[src/logic/csw_pkg.sv]
// Purpose: constants shared by the scrub shim wrapper
// Assumes: 50 MHz master clock
// Notes: one name for every number used by the wrapper
package csw_pkg;
  // Clock and serial timing
  localparam int unsigned CLK_HZ = 50000000;
  localparam int unsigned BAUD = 115200;
  localparam int unsigned OVERSAMPLE = 16;
  localparam int unsigned TICK_DIV = CLK_HZ / (BAUD * OVERSAMPLE);
  localparam logic [4:0] TICK_LAST = 5'(TICK_DIV - 1);
  localparam logic [3:0] OS_LAST = 4'hf;
  localparam logic [3:0] OS_MID = 4'h7;
  localparam logic [3:0] CHAR_BITS = 4'h8;
  localparam logic [3:0] TX_FRAME_LAST = 4'h9;
  // Self initialisation length
  localparam logic [3:0] POR_LAST = 4'hf;
  // Flash read framing
  localparam logic [7:0] FLASH_READ_CMD = 8'h03;
  localparam logic [5:0] HDR_BITS = 6'h20;
  localparam logic [2:0] BYTE_LAST = 3'h7;
  // Region id field inside the device id word
  localparam int unsigned REGION_LSB = 28;
  localparam int unsigned REGION_W = 2;
  // Controller modes
  typedef enum logic [1:0] {
    CSW_MODE_INIT = 2'b00,
    CSW_MODE_OBSERVE = 2'b01,
    CSW_MODE_CORRECT = 2'b10,
    CSW_MODE_IDLE = 2'b11
  } csw_mode_t;
  // Flash fetch sequencer states
  typedef enum logic [1:0] {
    CSW_SPI_IDLE = 2'b00,
    CSW_SPI_HDR = 2'b01,
    CSW_SPI_DATA = 2'b10,
    CSW_SPI_DONE = 2'b11
  } csw_spi_t;
endpackage

[src/logic/csw_wrapper.sv]
// Purpose: shim wrapper around a configuration scrubbing controller
// Assumes: mclk arrives already on the global clock network
// Notes: no reset pin; state self-initialises from power-up values
// Operation
// RULE1 - config memory reads only in observe or init, writes init/correct
// RULE2 - no reset port; wrapper initialises itself then its shims
// RULE3 - every flip-flop clocks on the rising edge of mclk
// RULE4 - master clock reaches all logic over a global clock buffer
// RULE5 - host serial shim always present for commands and status
// RULE6 - status bytes are sent serially on the transmit line
// RULE7 - received serial characters become parallel command bytes
// RULE8 - receive line is synchronised and oversampled sixteen times
// RULE9 - both serial lines are active low, remote drives same sense
// RULE10 - flash fetch shim exists only when external data is needed
// RULE11 - fetch request carries a start address and byte count
// RULE12 - each request runs a flash read and returns bytes to controller
// RULE13 - SPI mode 0: clock idles low, sample rising, change falling
// RULE14 - SPI clock is exactly half the master clock
// RULE15 - region number read from device id register via config port
// RULE16 - exchanges use hardware region numbers, master is zero
// RULE17 - on stacked parts each status output has one bit per region
// RULE18 - controller status passes straight to wrapper status ports
// RULE19 - shim drives SPI clock, data out, select; takes data in
// RULE20 - select held low for a whole request, released between
// RULE21 - serial character: start, eight data LSB first, one stop
module csw_wrapper #(
  parameter int unsigned NUM_REGIONS = 1,
  parameter bit HAS_FLASH = 1'b1
) (
  // Clock
  input wire logic mclk,
  // Controller status, passed through
  input wire logic [NUM_REGIONS-1:0] ctrl_stat_init,
  input wire logic [NUM_REGIONS-1:0] ctrl_stat_observe,
  input wire logic [NUM_REGIONS-1:0] ctrl_stat_correct,
  input wire logic [NUM_REGIONS-1:0] ctrl_stat_fatal,
  output logic [NUM_REGIONS-1:0] stat_init,
  output logic [NUM_REGIONS-1:0] stat_observe,
  output logic [NUM_REGIONS-1:0] stat_correct,
  output logic [NUM_REGIONS-1:0] stat_fatal,
  // Controller config port access
  input wire csw_pkg::csw_mode_t ctrl_mode,
  input wire logic cfg_rd_req,
  input wire logic cfg_wr_req,
  input wire logic [31:0] cfg_rdata,
  output logic cfg_rd,
  output logic cfg_wr,
  output logic [csw_pkg::REGION_W-1:0] region_id,
  output logic init_done,
  // Status byte stream into the serial shim
  input wire logic [7:0] status_byte,
  input wire logic status_valid,
  output logic status_ready,
  // Command bytes out of the serial shim
  output logic [7:0] cmd_byte,
  output logic cmd_valid,
  // Serial lines
  input wire logic host_rx,
  output logic host_tx,
  // Fetch requests
  input wire logic fetch_req,
  input wire logic [31:0] fetch_addr,
  input wire logic [15:0] fetch_count,
  output logic fetch_busy,
  output logic [7:0] fetch_data,
  output logic fetch_data_valid,
  // SPI flash pins
  input wire logic flash_miso,
  output logic flash_clk,
  output logic flash_mosi,
  output logic flash_sel_n
);
  import csw_pkg::*;

  // Straight pass-through, no register in the path
  assign stat_init = ctrl_stat_init; // RULE18 RULE17
  assign stat_observe = ctrl_stat_observe; // RULE18 RULE17
  assign stat_correct = ctrl_stat_correct; // RULE18 RULE17
  assign stat_fatal = ctrl_stat_fatal; // RULE18 RULE17

  // mclk is the global-buffered net; one domain, rising edge only
  // RULE4 RULE3
  logic [3:0] por_cnt = 4'h0; // RULE2
  logic por_busy = 1'b1;
  always_ff @(posedge mclk) begin // RULE2
    if (por_busy) begin
      por_cnt <= por_cnt + 4'h1;
      por_busy <= (por_cnt != POR_LAST);
    end
  end

  // Mode gating of requested reads and writes; the id read after power-up goes out in any mode
  wire rd_ok = (ctrl_mode == CSW_MODE_OBSERVE) ||
               (ctrl_mode == CSW_MODE_INIT); // RULE1
  wire wr_ok = (ctrl_mode == CSW_MODE_CORRECT) ||
               (ctrl_mode == CSW_MODE_INIT); // RULE1
  logic id_pend;
  logic id_wait;
  always_ff @(posedge mclk) begin
    if (por_busy) begin
      cfg_rd <= 1'b0;
      cfg_wr <= 1'b0;
      id_pend <= 1'b1;
      id_wait <= 1'b0;
      region_id <= '0; // RULE16
      init_done <= 1'b0;
    end else begin
      cfg_rd <= id_pend || (cfg_rd_req && rd_ok); // RULE1 RULE15
      cfg_wr <= cfg_wr_req && wr_ok && !id_pend; // RULE1
      id_pend <= 1'b0;
      id_wait <= id_pend;
      if (id_wait) begin
        // Hardware region number straight from the id word
        region_id <= cfg_rdata[REGION_LSB +: REGION_W]; // RULE15 RULE16
        init_done <= 1'b1; // RULE2
      end
    end
  end

  // Oversample tick divider, shared by both serial directions
  logic [4:0] tick_cnt;
  logic tick;
  always_ff @(posedge mclk) begin
    if (por_busy || tick_cnt == TICK_LAST) begin
      tick_cnt <= 5'h0;
    end else begin
      tick_cnt <= tick_cnt + 5'h1;
    end
    tick <= !por_busy && (tick_cnt == TICK_LAST);
  end

  // Transmitter: sixteen ticks per bit, idle line high
  logic [9:0] tx_shift;
  logic [3:0] tx_bit;
  logic [3:0] tx_os;
  logic tx_busy;
  wire tx_load = !tx_busy && status_valid && status_ready;
  always_ff @(posedge mclk) begin // RULE5 RULE6
    if (por_busy) begin
      tx_busy <= 1'b0;
      host_tx <= 1'b1; // RULE9
      status_ready <= 1'b0;
      tx_shift <= 10'h3ff;
      tx_bit <= 4'h0;
      tx_os <= 4'h0;
    end else if (tx_load) begin
      tx_shift <= {1'b1, status_byte, 1'b0}; // RULE21
      tx_busy <= 1'b1;
      status_ready <= 1'b0;
      tx_bit <= 4'h0;
      tx_os <= 4'h0;
    end else if (tx_busy && tick) begin
      host_tx <= tx_shift[0]; // RULE9 RULE21
      tx_os <= tx_os + 4'h1;
      if (tx_os == OS_LAST) begin
        tx_shift <= {1'b1, tx_shift[9:1]};
        tx_bit <= tx_bit + 4'h1;
        if (tx_bit == TX_FRAME_LAST) begin
          tx_busy <= 1'b0;
          host_tx <= 1'b1;
        end
      end
    end else begin
      status_ready <= !tx_busy;
    end
  end

  // Receive synchroniser; first stage feeds only the second
  logic rx_meta;
  logic rx_sync;
  always_ff @(posedge mclk) begin // RULE8
    rx_meta <= host_rx;
    rx_sync <= rx_meta;
  end

  // Receiver: find start edge, sample each bit in its middle
  logic rx_busy;
  logic [3:0] rx_os;
  logic [3:0] rx_bit;
  logic [7:0] rx_shift;
  always_ff @(posedge mclk) begin // RULE7 RULE8
    if (por_busy) begin
      rx_busy <= 1'b0;
      rx_os <= 4'h0;
      rx_bit <= 4'h0;
      rx_shift <= 8'h00;
      cmd_byte <= 8'h00;
      cmd_valid <= 1'b0;
    end else begin
      cmd_valid <= 1'b0;
      if (!rx_busy) begin
        if (tick && !rx_sync) begin // RULE9
          rx_busy <= 1'b1;
          rx_os <= 4'h0;
          rx_bit <= 4'h0;
        end
      end else if (tick) begin
        rx_os <= rx_os + 4'h1;
        if (rx_bit == 4'h0 && rx_os == OS_MID) begin
          // Start bit re-checked mid bit; a glitch is dropped
          rx_busy <= !rx_sync;
          rx_os <= 4'h0;
          rx_bit <= 4'h1;
        end else if (rx_bit != 4'h0 && rx_os == OS_LAST) begin
          rx_os <= 4'h0;
          rx_bit <= rx_bit + 4'h1;
          if (rx_bit <= CHAR_BITS) begin
            rx_shift <= {rx_sync, rx_shift[7:1]}; // RULE21
          end else begin
            // Stop bit must be high, else the character is lost
            rx_busy <= 1'b0;
            cmd_byte <= rx_shift; // RULE7
            cmd_valid <= rx_sync; // RULE21
          end
        end
      end
    end
  end

  // Flash fetch shim, built only when the controller needs it
  generate
    if (HAS_FLASH) begin : g_flash // RULE10
      csw_spi_t sp_state;
      logic ph;
      logic [31:0] hdr;
      logic [5:0] hdr_left;
      logic [15:0] bytes_left;
      logic [2:0] bit_idx;
      logic [7:0] rx_byte;
      wire [7:0] next_byte = {rx_byte[6:0], flash_miso};
      always_ff @(posedge mclk) begin // RULE11 RULE12
        if (por_busy) begin
          sp_state <= CSW_SPI_IDLE;
          ph <= 1'b0;
          hdr <= 32'h0;
          hdr_left <= 6'h0;
          bytes_left <= 16'h0;
          bit_idx <= 3'h0;
          rx_byte <= 8'h00;
          flash_clk <= 1'b0; // RULE13
          flash_mosi <= 1'b0;
          flash_sel_n <= 1'b1; // RULE20
          fetch_busy <= 1'b0;
          fetch_data <= 8'h00;
          fetch_data_valid <= 1'b0;
        end else begin
          fetch_data_valid <= 1'b0;
          case (sp_state)
            CSW_SPI_IDLE: begin
              flash_clk <= 1'b0;
              ph <= 1'b0;
              if (fetch_req && fetch_count != 16'h0) begin // RULE11
                hdr <= {FLASH_READ_CMD, fetch_addr[23:0]};
                flash_mosi <= FLASH_READ_CMD[7];
                bytes_left <= fetch_count;
                hdr_left <= HDR_BITS;
                bit_idx <= 3'h0;
                flash_sel_n <= 1'b0; // RULE20 RULE19
                fetch_busy <= 1'b1;
                sp_state <= CSW_SPI_HDR;
              end
            end
            CSW_SPI_HDR: begin
              // Clock toggles every mclk: half the master rate
              ph <= !ph; // RULE14
              flash_clk <= !ph; // RULE13 RULE14
              if (ph) begin
                // Falling edge: present the next header bit
                hdr <= {hdr[30:0], 1'b0}; // RULE13
                flash_mosi <= hdr[30];
                hdr_left <= hdr_left - 6'h1;
                if (hdr_left == 6'h1) begin
                  sp_state <= CSW_SPI_DATA;
                end
              end
            end
            CSW_SPI_DATA: begin
              ph <= !ph; // RULE14
              flash_clk <= !ph; // RULE13
              if (!ph) begin
                // Rising edge: flash output is stable here
                rx_byte <= next_byte; // RULE13
                bit_idx <= bit_idx + 3'h1;
                if (bit_idx == BYTE_LAST) begin
                  fetch_data <= next_byte; // RULE12
                  fetch_data_valid <= 1'b1;
                  bytes_left <= bytes_left - 16'h1;
                  if (bytes_left == 16'h1) begin
                    sp_state <= CSW_SPI_DONE;
                  end
                end
              end
            end
            CSW_SPI_DONE: begin
              // Last falling edge and select release in the same mclk cycle
              flash_clk <= 1'b0;
              flash_sel_n <= 1'b1; // RULE20
              fetch_busy <= 1'b0;
              ph <= 1'b0;
              sp_state <= CSW_SPI_IDLE;
            end
            default: begin
              sp_state <= CSW_SPI_IDLE;
            end
          endcase
        end
      end
    end else begin : g_no_flash
      // Absent shim: pins parked in their idle levels
      always_ff @(posedge mclk) begin // RULE10
        flash_clk <= 1'b0;
        flash_mosi <= 1'b0;
        flash_sel_n <= 1'b1;
        fetch_busy <= 1'b0;
        fetch_data <= 8'h00;
        fetch_data_valid <= 1'b0;
      end
    end
  endgenerate
endmodule

[config.mk]
export PLATFORM = sky130hd
export DESIGN_NAME = csw_wrapper
export DESIGN_NICKNAME = d
export VERILOG_FILES = /design/src/logic/csw_pkg.sv /design/src/logic/csw_wrapper.sv
export SDC_FILE = /design/constraint.sdc
export NUM_CORES = 1
export LEC_CHECK = 0
export BUFFER_PORTS_ARGS = -buffer_cell sky130_fd_sc_hd__buf_2
export CAP_MARGIN = 20
export CORE_UTILIZATION = 40
export CTS_CLUSTER_SIZE = 20
export DETAILED_ROUTE_END_ITERATION = 10
export PLACE_DENSITY_LB_ADDON = 0.3
export RECOVER_POWER = 25
export SYNTH_ARGS = -nofsm -noshare
export SYNTH_HDL_FRONTEND = slang
export SYNTH_SLANG_ARGS = --single-unit
[constraint.sdc]
create_clock -name mclk -period 2.9 [get_ports mclk]
set_clock_uncertainty 0.15 [all_clocks]
set_input_delay 0.145 -clock mclk [delete_from_list [all_inputs] [get_ports mclk]]
set_output_delay 0.145 -clock mclk [all_outputs]
set_load 0.02 [all_outputs]
# Word-level counts from Yosys, hierarchy flattened
# Index checks and enable logic that the tools add are counted.
[totals] ff_bits=144 in_bits=101 out_inout_bits=33 elab_cells=181
[op_classes] n_addsub=9 order_cmp=1 eq_ne=22 muxes=53 bitwise_logic=8 n_reduce_logical=52
[op_table] operator="2-to-1 mux 31 bit" count=2
[op_table] operator="one-hot mux 31 bit (2 select lines)" count=1
[op_table] operator="2-to-1 mux 16 bit" count=3
[op_table] operator="2-to-1 mux 4 bit" count=9
[op_table] operator="one-hot mux 16 bit (2 select lines)" count=1
[op_table] operator="2-to-1 mux 9 bit" count=3
[op_table] operator="adder 4 x 1 -> 4 bit (second input constant)" count=5
[op_table] operator="2-to-1 mux 1 bit" count=17
[op_table] operator="equality test 16 x 1 -> 1 bit (second input constant)" count=1
[op_table] operator="nonzero test 16 bit" count=1
[op_table] operator="subtractor 16 x 1 -> 16 bit (second input constant)" count=1
[op_table] operator="AND reduction 3 bit" count=5
[op_table] operator="!= test 2 bit (second input constant)" count=7
[op_table] operator="nonzero test 2 bit" count=7
[op_table] operator="equality test 4 bit (second input constant)" count=3
[op_table] operator="2-to-1 mux 2 bit" count=6
[op_table] operator="2-to-1 mux 6 bit" count=2
[op_table] operator="one-hot mux 6 bit (2 select lines)" count=1
[op_table] operator="AND reduction 2 bit" count=6
[op_table] operator="logical AND 1 bit" count=11
[op_table] operator="AND reduction 5 bit" count=2
[op_table] operator="NOT 1 bit" count=8
[op_table] operator="one-hot mux 1 bit (2 select lines)" count=4
[op_table] operator="one-hot mux 2 bit (4 select lines)" count=1
[op_table] operator="24 further kinds" count=38

# Depth between registers and ports, before layout
# Gate-level depths: netlist of the first run.
[depth] word_depth=6 ltp_mapped=9 ltp_nobuf=7

# Worst setup path before layout of the first run
# No wires, ideal clock.
[synth_timing] path_kind="reg2reg" start="register g_flash.sp_state[1]" end="register g_flash.hdr[13]" setup_ns=0.081 arrival_ns=1.884 required_ns=2.669 slack_ns=0.785 stages_incl_launch_ff=10 n_path_buf=3 period_less_slack_ns=2.115 path_cell_list="dfxtp_1 -> inv_1 -> ha_1 -> clkbuf_1 -> inv_1 -> a21boi_0 -> a21oi_2 -> buf_6 -> buf_6 -> a211oi_2"
[synth_between] elab_chain_cells=3 word_cells_on_any_way=7 classes_between="eq/ne (3); mux (1); reduce/logical (3)"
[synth_rtl] element="start: declaration" line="csw_wrapper.sv:223" rtl="csw_spi_t sp_state;"
[synth_rtl] element="start signal: assignment" line="csw_wrapper.sv:233" rtl="sp_state <= CSW_SPI_IDLE;"
[synth_rtl] element="start signal: assignment" line="csw_wrapper.sv:260" rtl="sp_state <= CSW_SPI_HDR;"
[synth_rtl] element="start signal: assignment" line="csw_wrapper.sv:273" rtl="sp_state <= CSW_SPI_DATA;"
[synth_rtl] element="equality test 2 x 1 -> 1 bit / zero test 2 bit (equally long branches)" line="csw_wrapper.sv:248" rtl="case (sp_state)"
[synth_rtl] element="!= test 2 bit (no line) / nonzero test 2 bit (equally long branches)"
[synth_rtl] element="AND reduction 3 bit (no line)"
[synth_rtl] element="end signal: assignment" line="csw_wrapper.sv:253" rtl="hdr <= {FLASH_READ_CMD, fetch_addr[23:0]};"
[synth_rtl] element="end signal: assignment" line="csw_wrapper.sv:269" rtl="hdr <= {hdr[30:0], 1'b0};"
[synth_rtl] element="end: declaration" line="csw_wrapper.sv:225" rtl="logic [31:0] hdr;"
# Several ways; a longest one is shown, not always the timed one.
# A chain may end at the register's enable or synchronous reset.

# Worst setup path after layout of the first run
[layout_timing] start="input port fetch_count[6]" end="register g_flash.sp_state[1]"
[layout_between] elab_chain_cells=4
[layout_rtl] element="start: declaration" line="csw_wrapper.sv:63" rtl="input wire logic [15:0] fetch_count,"
[layout_rtl] element="nonzero test 16 bit" line="csw_wrapper.sv:252" rtl="if (fetch_req && fetch_count != 16'h0) begin"
[layout_rtl] element="logical AND 1 bit" line="csw_wrapper.sv:252"
[layout_rtl] element="!= test 2 bit (no line)"
[layout_rtl] element="AND reduction 6 bit (no line)"
[layout_rtl] element="end signal: assignment" line="csw_wrapper.sv:260"
[layout_rtl] element="end signal: assignment" line="csw_wrapper.sv:273"
[layout_rtl] element="end signal: assignment" line="csw_wrapper.sv:289" rtl="sp_state <= CSW_SPI_DONE;"
# No other way between the ends.

==> results of run 1 <==
final timing paths:
path / start / endpoint / slack, ns / depth (start not counted)
max: fetch_count[6] / g_flash.sp_state[1] / 0.36 / 8
min: fetch_count[2] / g_flash.bytes_left[2] / 0.02 / 4
max reg2reg: por_busy / cfg_wr / 0.54 / 3
min reg2reg: rx_meta / rx_sync / 0.18 / 0
sequential cells by signal, indices dropped and copies added, names as in the netlist, 2 cells and up:
signal,cells
rx_bit,4
g_flash.hdr_left,6
rx_os,4
g_flash.hdr,31
g_flash.bytes_left,16
tx_bit,4
g_flash.sp_state,2
g_flash.rx_byte,7
cmd_byte,8
tick_cnt,5
fetch_data,8
tx_shift,9
g_flash.bit_idx,3
region_id,2
tx_os,4
por_cnt,4
rx_shift,8
worst max-delay path, delay by kind of cell:
family                 cells  cell delay (ns)
buffers and inverters      3             0.93
AND/OR/NAND/NOR            3             1.07
AO/OA/AOI/OAI              2             0.57
power by group:
group	switching, W	internal (W)
combinational	0.000304	0.000267
sequential	0.0000912	0.00214
clock	0.000911	0.00126
cell usage in the layout (no fill, tap or decap), types with 13 or more instances in the layout:
cell type | netlist | layout
dfxtp_1 | 140 | 139
nor2_1 | 95 | 95
nand2_1 | 83 | 83
buf_2 | 3 | 58
dlygate4sd3_1 | 0 | 54
mux2i_1 | 52 | 52
a21oi_1 | 40 | 40
clkbuf_1 | 29 | 31
inv_1 | 28 | 28
o21ai_0 | 21 | 21
a211oi_2 | 20 | 20
ha_1 | 19 | 19
clkbuf_16 | 0 | 18
nand3_1 | 14 | 14
buf_4 | 4 | 13
layout make-up:
| class | instances | area [sq um] | area share, % |
|---|---|---|---|
| inverter | 28 | 105 | 1.29 |
| sequential | 144 | 2930 | 35.8 |
| timing repair buffer | 157 | 1060 | 13.0 |
| tap | 216 | 270 | 3.31 |
| multi-input combinational | 494 | 3210 | 39.3 |
| clock buffer | 18 | 450 | 5.51 |
| clock inverter | 14 | 138 | 1.68 |
metrics by stage:
| step | hold WS [ns] | setup slack [ns] | util (%) | total power (W) | std cells |
|---|---|---|---|---|---|
| after floorplan | 0.0227 | 0.785 | - | 0.00262 | 710 |
| after global placement | 0.106 | 0.542 | 44.8 | 0.00279 | 985 |
| final | 0.0168 | 0.361 | 51.6 | 0.00497 | 1071 |
| after CTS | 0.00640 | 0.416 | 51.9 | 0.00504 | 1071 |
| after global routing | 0.0300 | 0.227 | 51.6 | 0.00521 | 1071 |
| after detailed placement | 0.0995 | 0.554 | 44.8 | 0.00280 | 985 |
cell families after synthesis:
| logic type | count (synthesis) | share of synthesized area, % |
|---|---|---|
| AOI/OAI and AO/OA | 140 | 16.3 |
| xor gates and xnor gates | 19 | 2.58 |
| adders and majority gates | 19 | 3.69 |
| buffers and inverters | 72 | 4.95 |
| DFF | 144 | 45.3 |
| muxes | 55 | 8.60 |
| and+or+nand+nor | 261 | 18.5 |
per-layer routing:
layer	up-vias	routed length (um)	GRT usage (%)
met5	-	0	0
met4	0	159	7.40
met3	13	611	4.41
met2	111	6390	29.1
met1	2470	7020	23.1
li1	2755	-	-
==> summary.md, run 1 <==
| Metric | Value |
|---|---|
| I/O pins | `134` |
| CP startpoint kind | `input pin` |
| Power per cell area | `608 nW/um^2` |
| CTS tree | `done` |
| Most common cell in the netlist | `dfxtp_1` |
| Vias in the first global route | `5,085` |
| WL/cell | `13.2 um` |
| Top fanout value on the critical path | `8` |
| Vias per inst | `4.99` |
| Final setup TNS | `0 ns` |
| CP required | `3.08 ns` |
| Number of port buffers | `87` |
| Core area | `15,800 sq um` |
| Initial Utilization | `40.7%` |
| Routability cong. | `0.813` |
| Post-DP HPWL | `9260 um` |
| Netlist cell types | `57` |
| Final wirelength | `14,200 um` |
| Clk root buf | `clkbuf_16` |
| Layout cells sized above 1 | `15.8%` |
| YS warnings | `0` |
| Floorplan row count | `46` |
| CTS Hold Bufs | `54` |
| Clock Pin Slew Worst Setup and Hold Paths | `0.06 ns` |
| H-tree Lvls | `4` |
| Gr ovfl total | `0` |
| Initial antenna violation count | `0` |
| Cell taking the most area after synthesis | `dfxtp_1` |
| Mapped Area | `6450 sq um` |
| Tmin final | `2.54 ns` |
| Fill cell count | `1,480` |
| Die height | `129 um` |
| Post-synthesis sequential area ratio | `45.3%` |
| Max-Cap Viols | `0` |
| CTS Buf Count | `17` |
| Worst-Margin Slew | `0.694 ns` |
| Global-route wire length before repair | `23,900 um` |
| Synth area leaders | `dfxtp_1 43%, mux2i_1 8.1%, nor2_1 5.5%` |
| Number of DRC markers in iteration 0 | `353` |
| Register bit total from synthesis | `144` |
| Crit path DAT | `2.72 ns` |
| DR vias | `5,349` |
| Final nets | `962` |
| Mean Syn Cell Area | `9.08 sq um` |
| Hold Vio Cnt, Final | `0` |
| Period utilization | `87.5%` |
| Hold Crit Class | `input pin to flop` |
| Clk_lat worst skew | `0.42 ns` |
| Lkg Pwr | `3.41 nW` |
| Crit-path slowest cell | `or4_1` |
| DRC violations left | `0` |
| GRT Resource Usage Total | `18.0%` |
| Post-route cell area | `8170 sq um` |
| Drt first pass iters | `4` |
| CTS resizes | `0` |
| Worst relative slew slack | `53.7%` |
| Ant. Diodes | `0` |
| # clock sinks | `144` |
| Placed inst area | `7080 sq um` |
| Achievable Freq | `0.394 GHz` |
| Synth top area share | `43.5%` |
| Synth Flop Type | `dfxtp_1` |
| Cells after synthesis | `710` |
| Cells along the critical path | `dlygate4sd3_1, buf_2, or4_1, o41ai_4, buf_4, nand2_1, and3_1, o31ai_1` |
| Syn Nets | `830` |
| Antenna Nets Post-Route | `0` |
| RSZ-0062 raised after global routing | `no` |
| Largest net degree at the start of global routing | `59` |
| Final max-slew violation count | `0` |
| CP Capture Type | `flop` |
| Post-CTS Setup Bufs | `0` |
| Clock tree buffer depth | `2` |
| Max rail drop VDD | `0.509 mV` |
| Post-synth top cells | `140 x dfxtp_1, 95 x nor2_1, 83 x nand2_1, 52 x mux2i_1, 40 x a21oi_1` |
| Final setup vio count | `0` |
| Critical path type | `input pin to flop` |
| Die area | `16,600 sq um` |
| Asr flop ratio synth | `0%` |
| EDFF count, synth | `4` |
| Area added between synthesis and finish | `26.7%` |
| Die W | `129 um` |
| Status | `finished, final reports clean` |
| Slowest stage delay, CP | `0.60 ns` |
Note: power is estimated with default switching activity, not from simulation.
==> inputs of run 2 (changes only) <==
- CELL_PAD_IN_SITES_DETAIL_PLACEMENT: unset -> 0
- CELL_PAD_IN_SITES_GLOBAL_PLACEMENT: unset -> 1
==> summary.md, run 2 (synthesis gave the netlist of run 1 again) <==
| Metric | Value |
|---|---|
| Worst Path Buf+Inv | `4` |
| GRT Resource Usage Total | `18.0%` |
| Area added between synthesis and finish | `26.8%` |
| Placed inst area | `7070 sq um` |
| Critical path type | `input pin to flop` |
| Worst relative slew slack | `32.2%` |
| Die area | `16,600 sq um` |
| Crit-path slowest cell | `or4_4` |
| Clk root buf | `clkbuf_16` |
| Clock power share | `43.8%` |
| CTS resizes | `0` |
| Top reg by flops | `g_flash.hdr` |
| CP Capture Type | `flop` |
| DR vias | `5,411` |
| Die W | `129 um` |
| RSZ-0062 raised after global routing | `no` |
| DRC violations left | `0` |
| Grt met1 use | `21.5%` |
| Most common cell after layout, fill and taps aside | `dfxtp_1` |
| Cells along the critical path | `dlygate4sd3_1, buf_2, or4_4, o41ai_4, buf_4, a21oi_4, buf_4, nor2_1, a211oi_2` |
| Core area | `15,800 sq um` |
| Antenna Nets Post-Route | `0` |
| Period utilization | `92.5%` |
| CP required | `3.00 ns` |
| Lkg Pwr | `3.41 nW` |
| Max-Cap Viols | `0` |
| H-tree Lvls | `4` |
| Post-route cell area | `8170 sq um` |
| Top fanout value on the critical path | `58` |
| Commonest cells after routing, fill and taps aside | `139 x dfxtp_1, 95 x nor2_1, 83 x nand2_1, 58 x buf_2, 54 x dlygate4sd3_1` |
| Ant. Diodes | `0` |
| Crit path top cell by count | `buf_4` |
| Status | `finished, final reports clean` |
| Placed Cells | `985` |
| Clk_lat worst skew | `0.42 ns` |
| Achievable Freq | `0.373 GHz` |
| CTS Buf Count | `17` |
| Final setup vio count | `0` |
| Final setup TNS | `0 ns` |
| Hold Crit Class | `input pin to flop` |
| Floorplan row count | `46` |
| Reg area | `2920 sq um` |
| Routability cong. | `0.827` |
| Biggest registers after layout | `g_flash.hdr: 31 flops, g_flash.bytes_left: 16 flops, tx_shift: 9 flops` |
| Max reg flops | `31` |
| Clock Pin Slew Worst Setup and Hold Paths | `0.06 ns` |
| Vias in the first global route | `5,204` |
| Number of DRC markers in iteration 0 | `271` |
| Initial Utilization | `40.7%` |
| Cell Int Power | `0.00380 W` |
| GRT met2 Usage | `31.1%` |
| Post-DP HPWL | `9720 um` |
| Clock tree buffer depth | `2` |
| Layout cells sized above 1 | `15.6%` |
| Setup WS pre-CTS | `0.350 ns` |
| Final wirelength | `14,500 um` |
| Max rail drop VDD | `0.404 mV` |
| Net Switching | `0.00121 W` |
| Non-filler instance count after layout | `1,070` |
| Vias per inst | `5.06` |
| GR Layer Usage met3 | `4.37%` |
| CP startpoint kind | `input pin` |
| Gr ovfl total | `0` |
| Slowest stage delay, CP | `0.55 ns` |
| Sw frac | `24.1%` |
| I/O pins | `134` |
| Tmin final | `2.68 ns` |
| Top delay family on crit path | `buffers and inverters` |
| Footprint of the multi-input gates | `3210 sq um` |
| Busiest grt layer | `met2` |
| Part of the power in combinational logic | `11.6%` |
| Global-route wire length before repair | `23,800 um` |
| # clock sinks | `144` |
| Number of port buffers | `87` |
| CTS Hold Bufs | `54` |
| Flop pwr share | `44.6%` |
| Fill cell count | `1,474` |
| WL/cell | `13.5 um` |
| CTS tree | `done` |
| Drt first pass iters | `5` |
| Die height | `129 um` |
| Largest net degree at the start of global routing | `63` |
| Post-CTS Setup Bufs | `0` |
| Power per cell area | `612 nW/um^2` |
| Initial antenna violation count | `0` |
| Setup WS post-layout | `0.218 ns` |
| Hold Vio Cnt, Final | `0` |
| Worst-Margin Slew | `1.02 ns` |
| Final nets | `962` |
| Final max-slew violation count | `0` |
| Crit path DAT | `2.79 ns` |
-- run 2: worst reg2reg max path: stages (launching register included) --
cell           delay [ns]
dfxtp_2              1.00
buf_4                0.65
nor4b_1              0.15
dlygate4sd3_1        0.59
-- run 2: power groups by stage --
| stage | clock network (W) | logic (W) | registers [W] |
|---|---|---|---|
| finish | 0.00219 | 0.000579 | 0.00223 |
| global route | 0.00231 | 0.000642 | 0.00225 |
| CTS | 0.00225 | 0.000594 | 0.00223 |
| detailed placement | 0 | 0.000537 | 0.00227 |
| global placement | 0 | 0.000523 | 0.00226 |
| floorplan | 0 | 0.000295 | 0.00233 |
-- run 2: final timing paths --
path,cells past startpoint,endpoint,startpoint,slack (ns)
max,9,g_flash.hdr[15],fetch_count[3],0.22
min,4,g_flash.bytes_left[7],fetch_count[7],0.01
max reg2reg,3,cfg_wr,por_busy,0.26
min reg2reg,0,rx_sync,rx_meta,0.18
-- run 2: area by class of cell --
class	instances	share of cell area (%)
multi-input cells	494	39.3
clock inverters	7	1.19
clock buffers	24	6.15
flip-flops and latches	144	35.8
inverters	28	1.29
well taps	216	3.31
repair buffers	157	13.0
-- run 2: per-layer routing --
layer  vias up  wire length (um)
met4         0               192
met3        15               692
met2       130              6900
li1       2748                 -
met5         -                 0
met1      2518              6700
-- run 2: through the flow --
| stage | hold WS (ns) | power, W | utilization (%) |
|---|---|---|---|
| floorplan | 0.0227 | 0.00262 | - |
| global placement | 0.0976 | 0.00279 | 44.7 |
| detailed placement | 0.104 | 0.00280 | 44.7 |
| CTS | 0.00100 | 0.00507 | 51.9 |
| global route | 0.0349 | 0.00521 | 51.6 |
| finish | 0.00985 | 0.00500 | 51.6 |
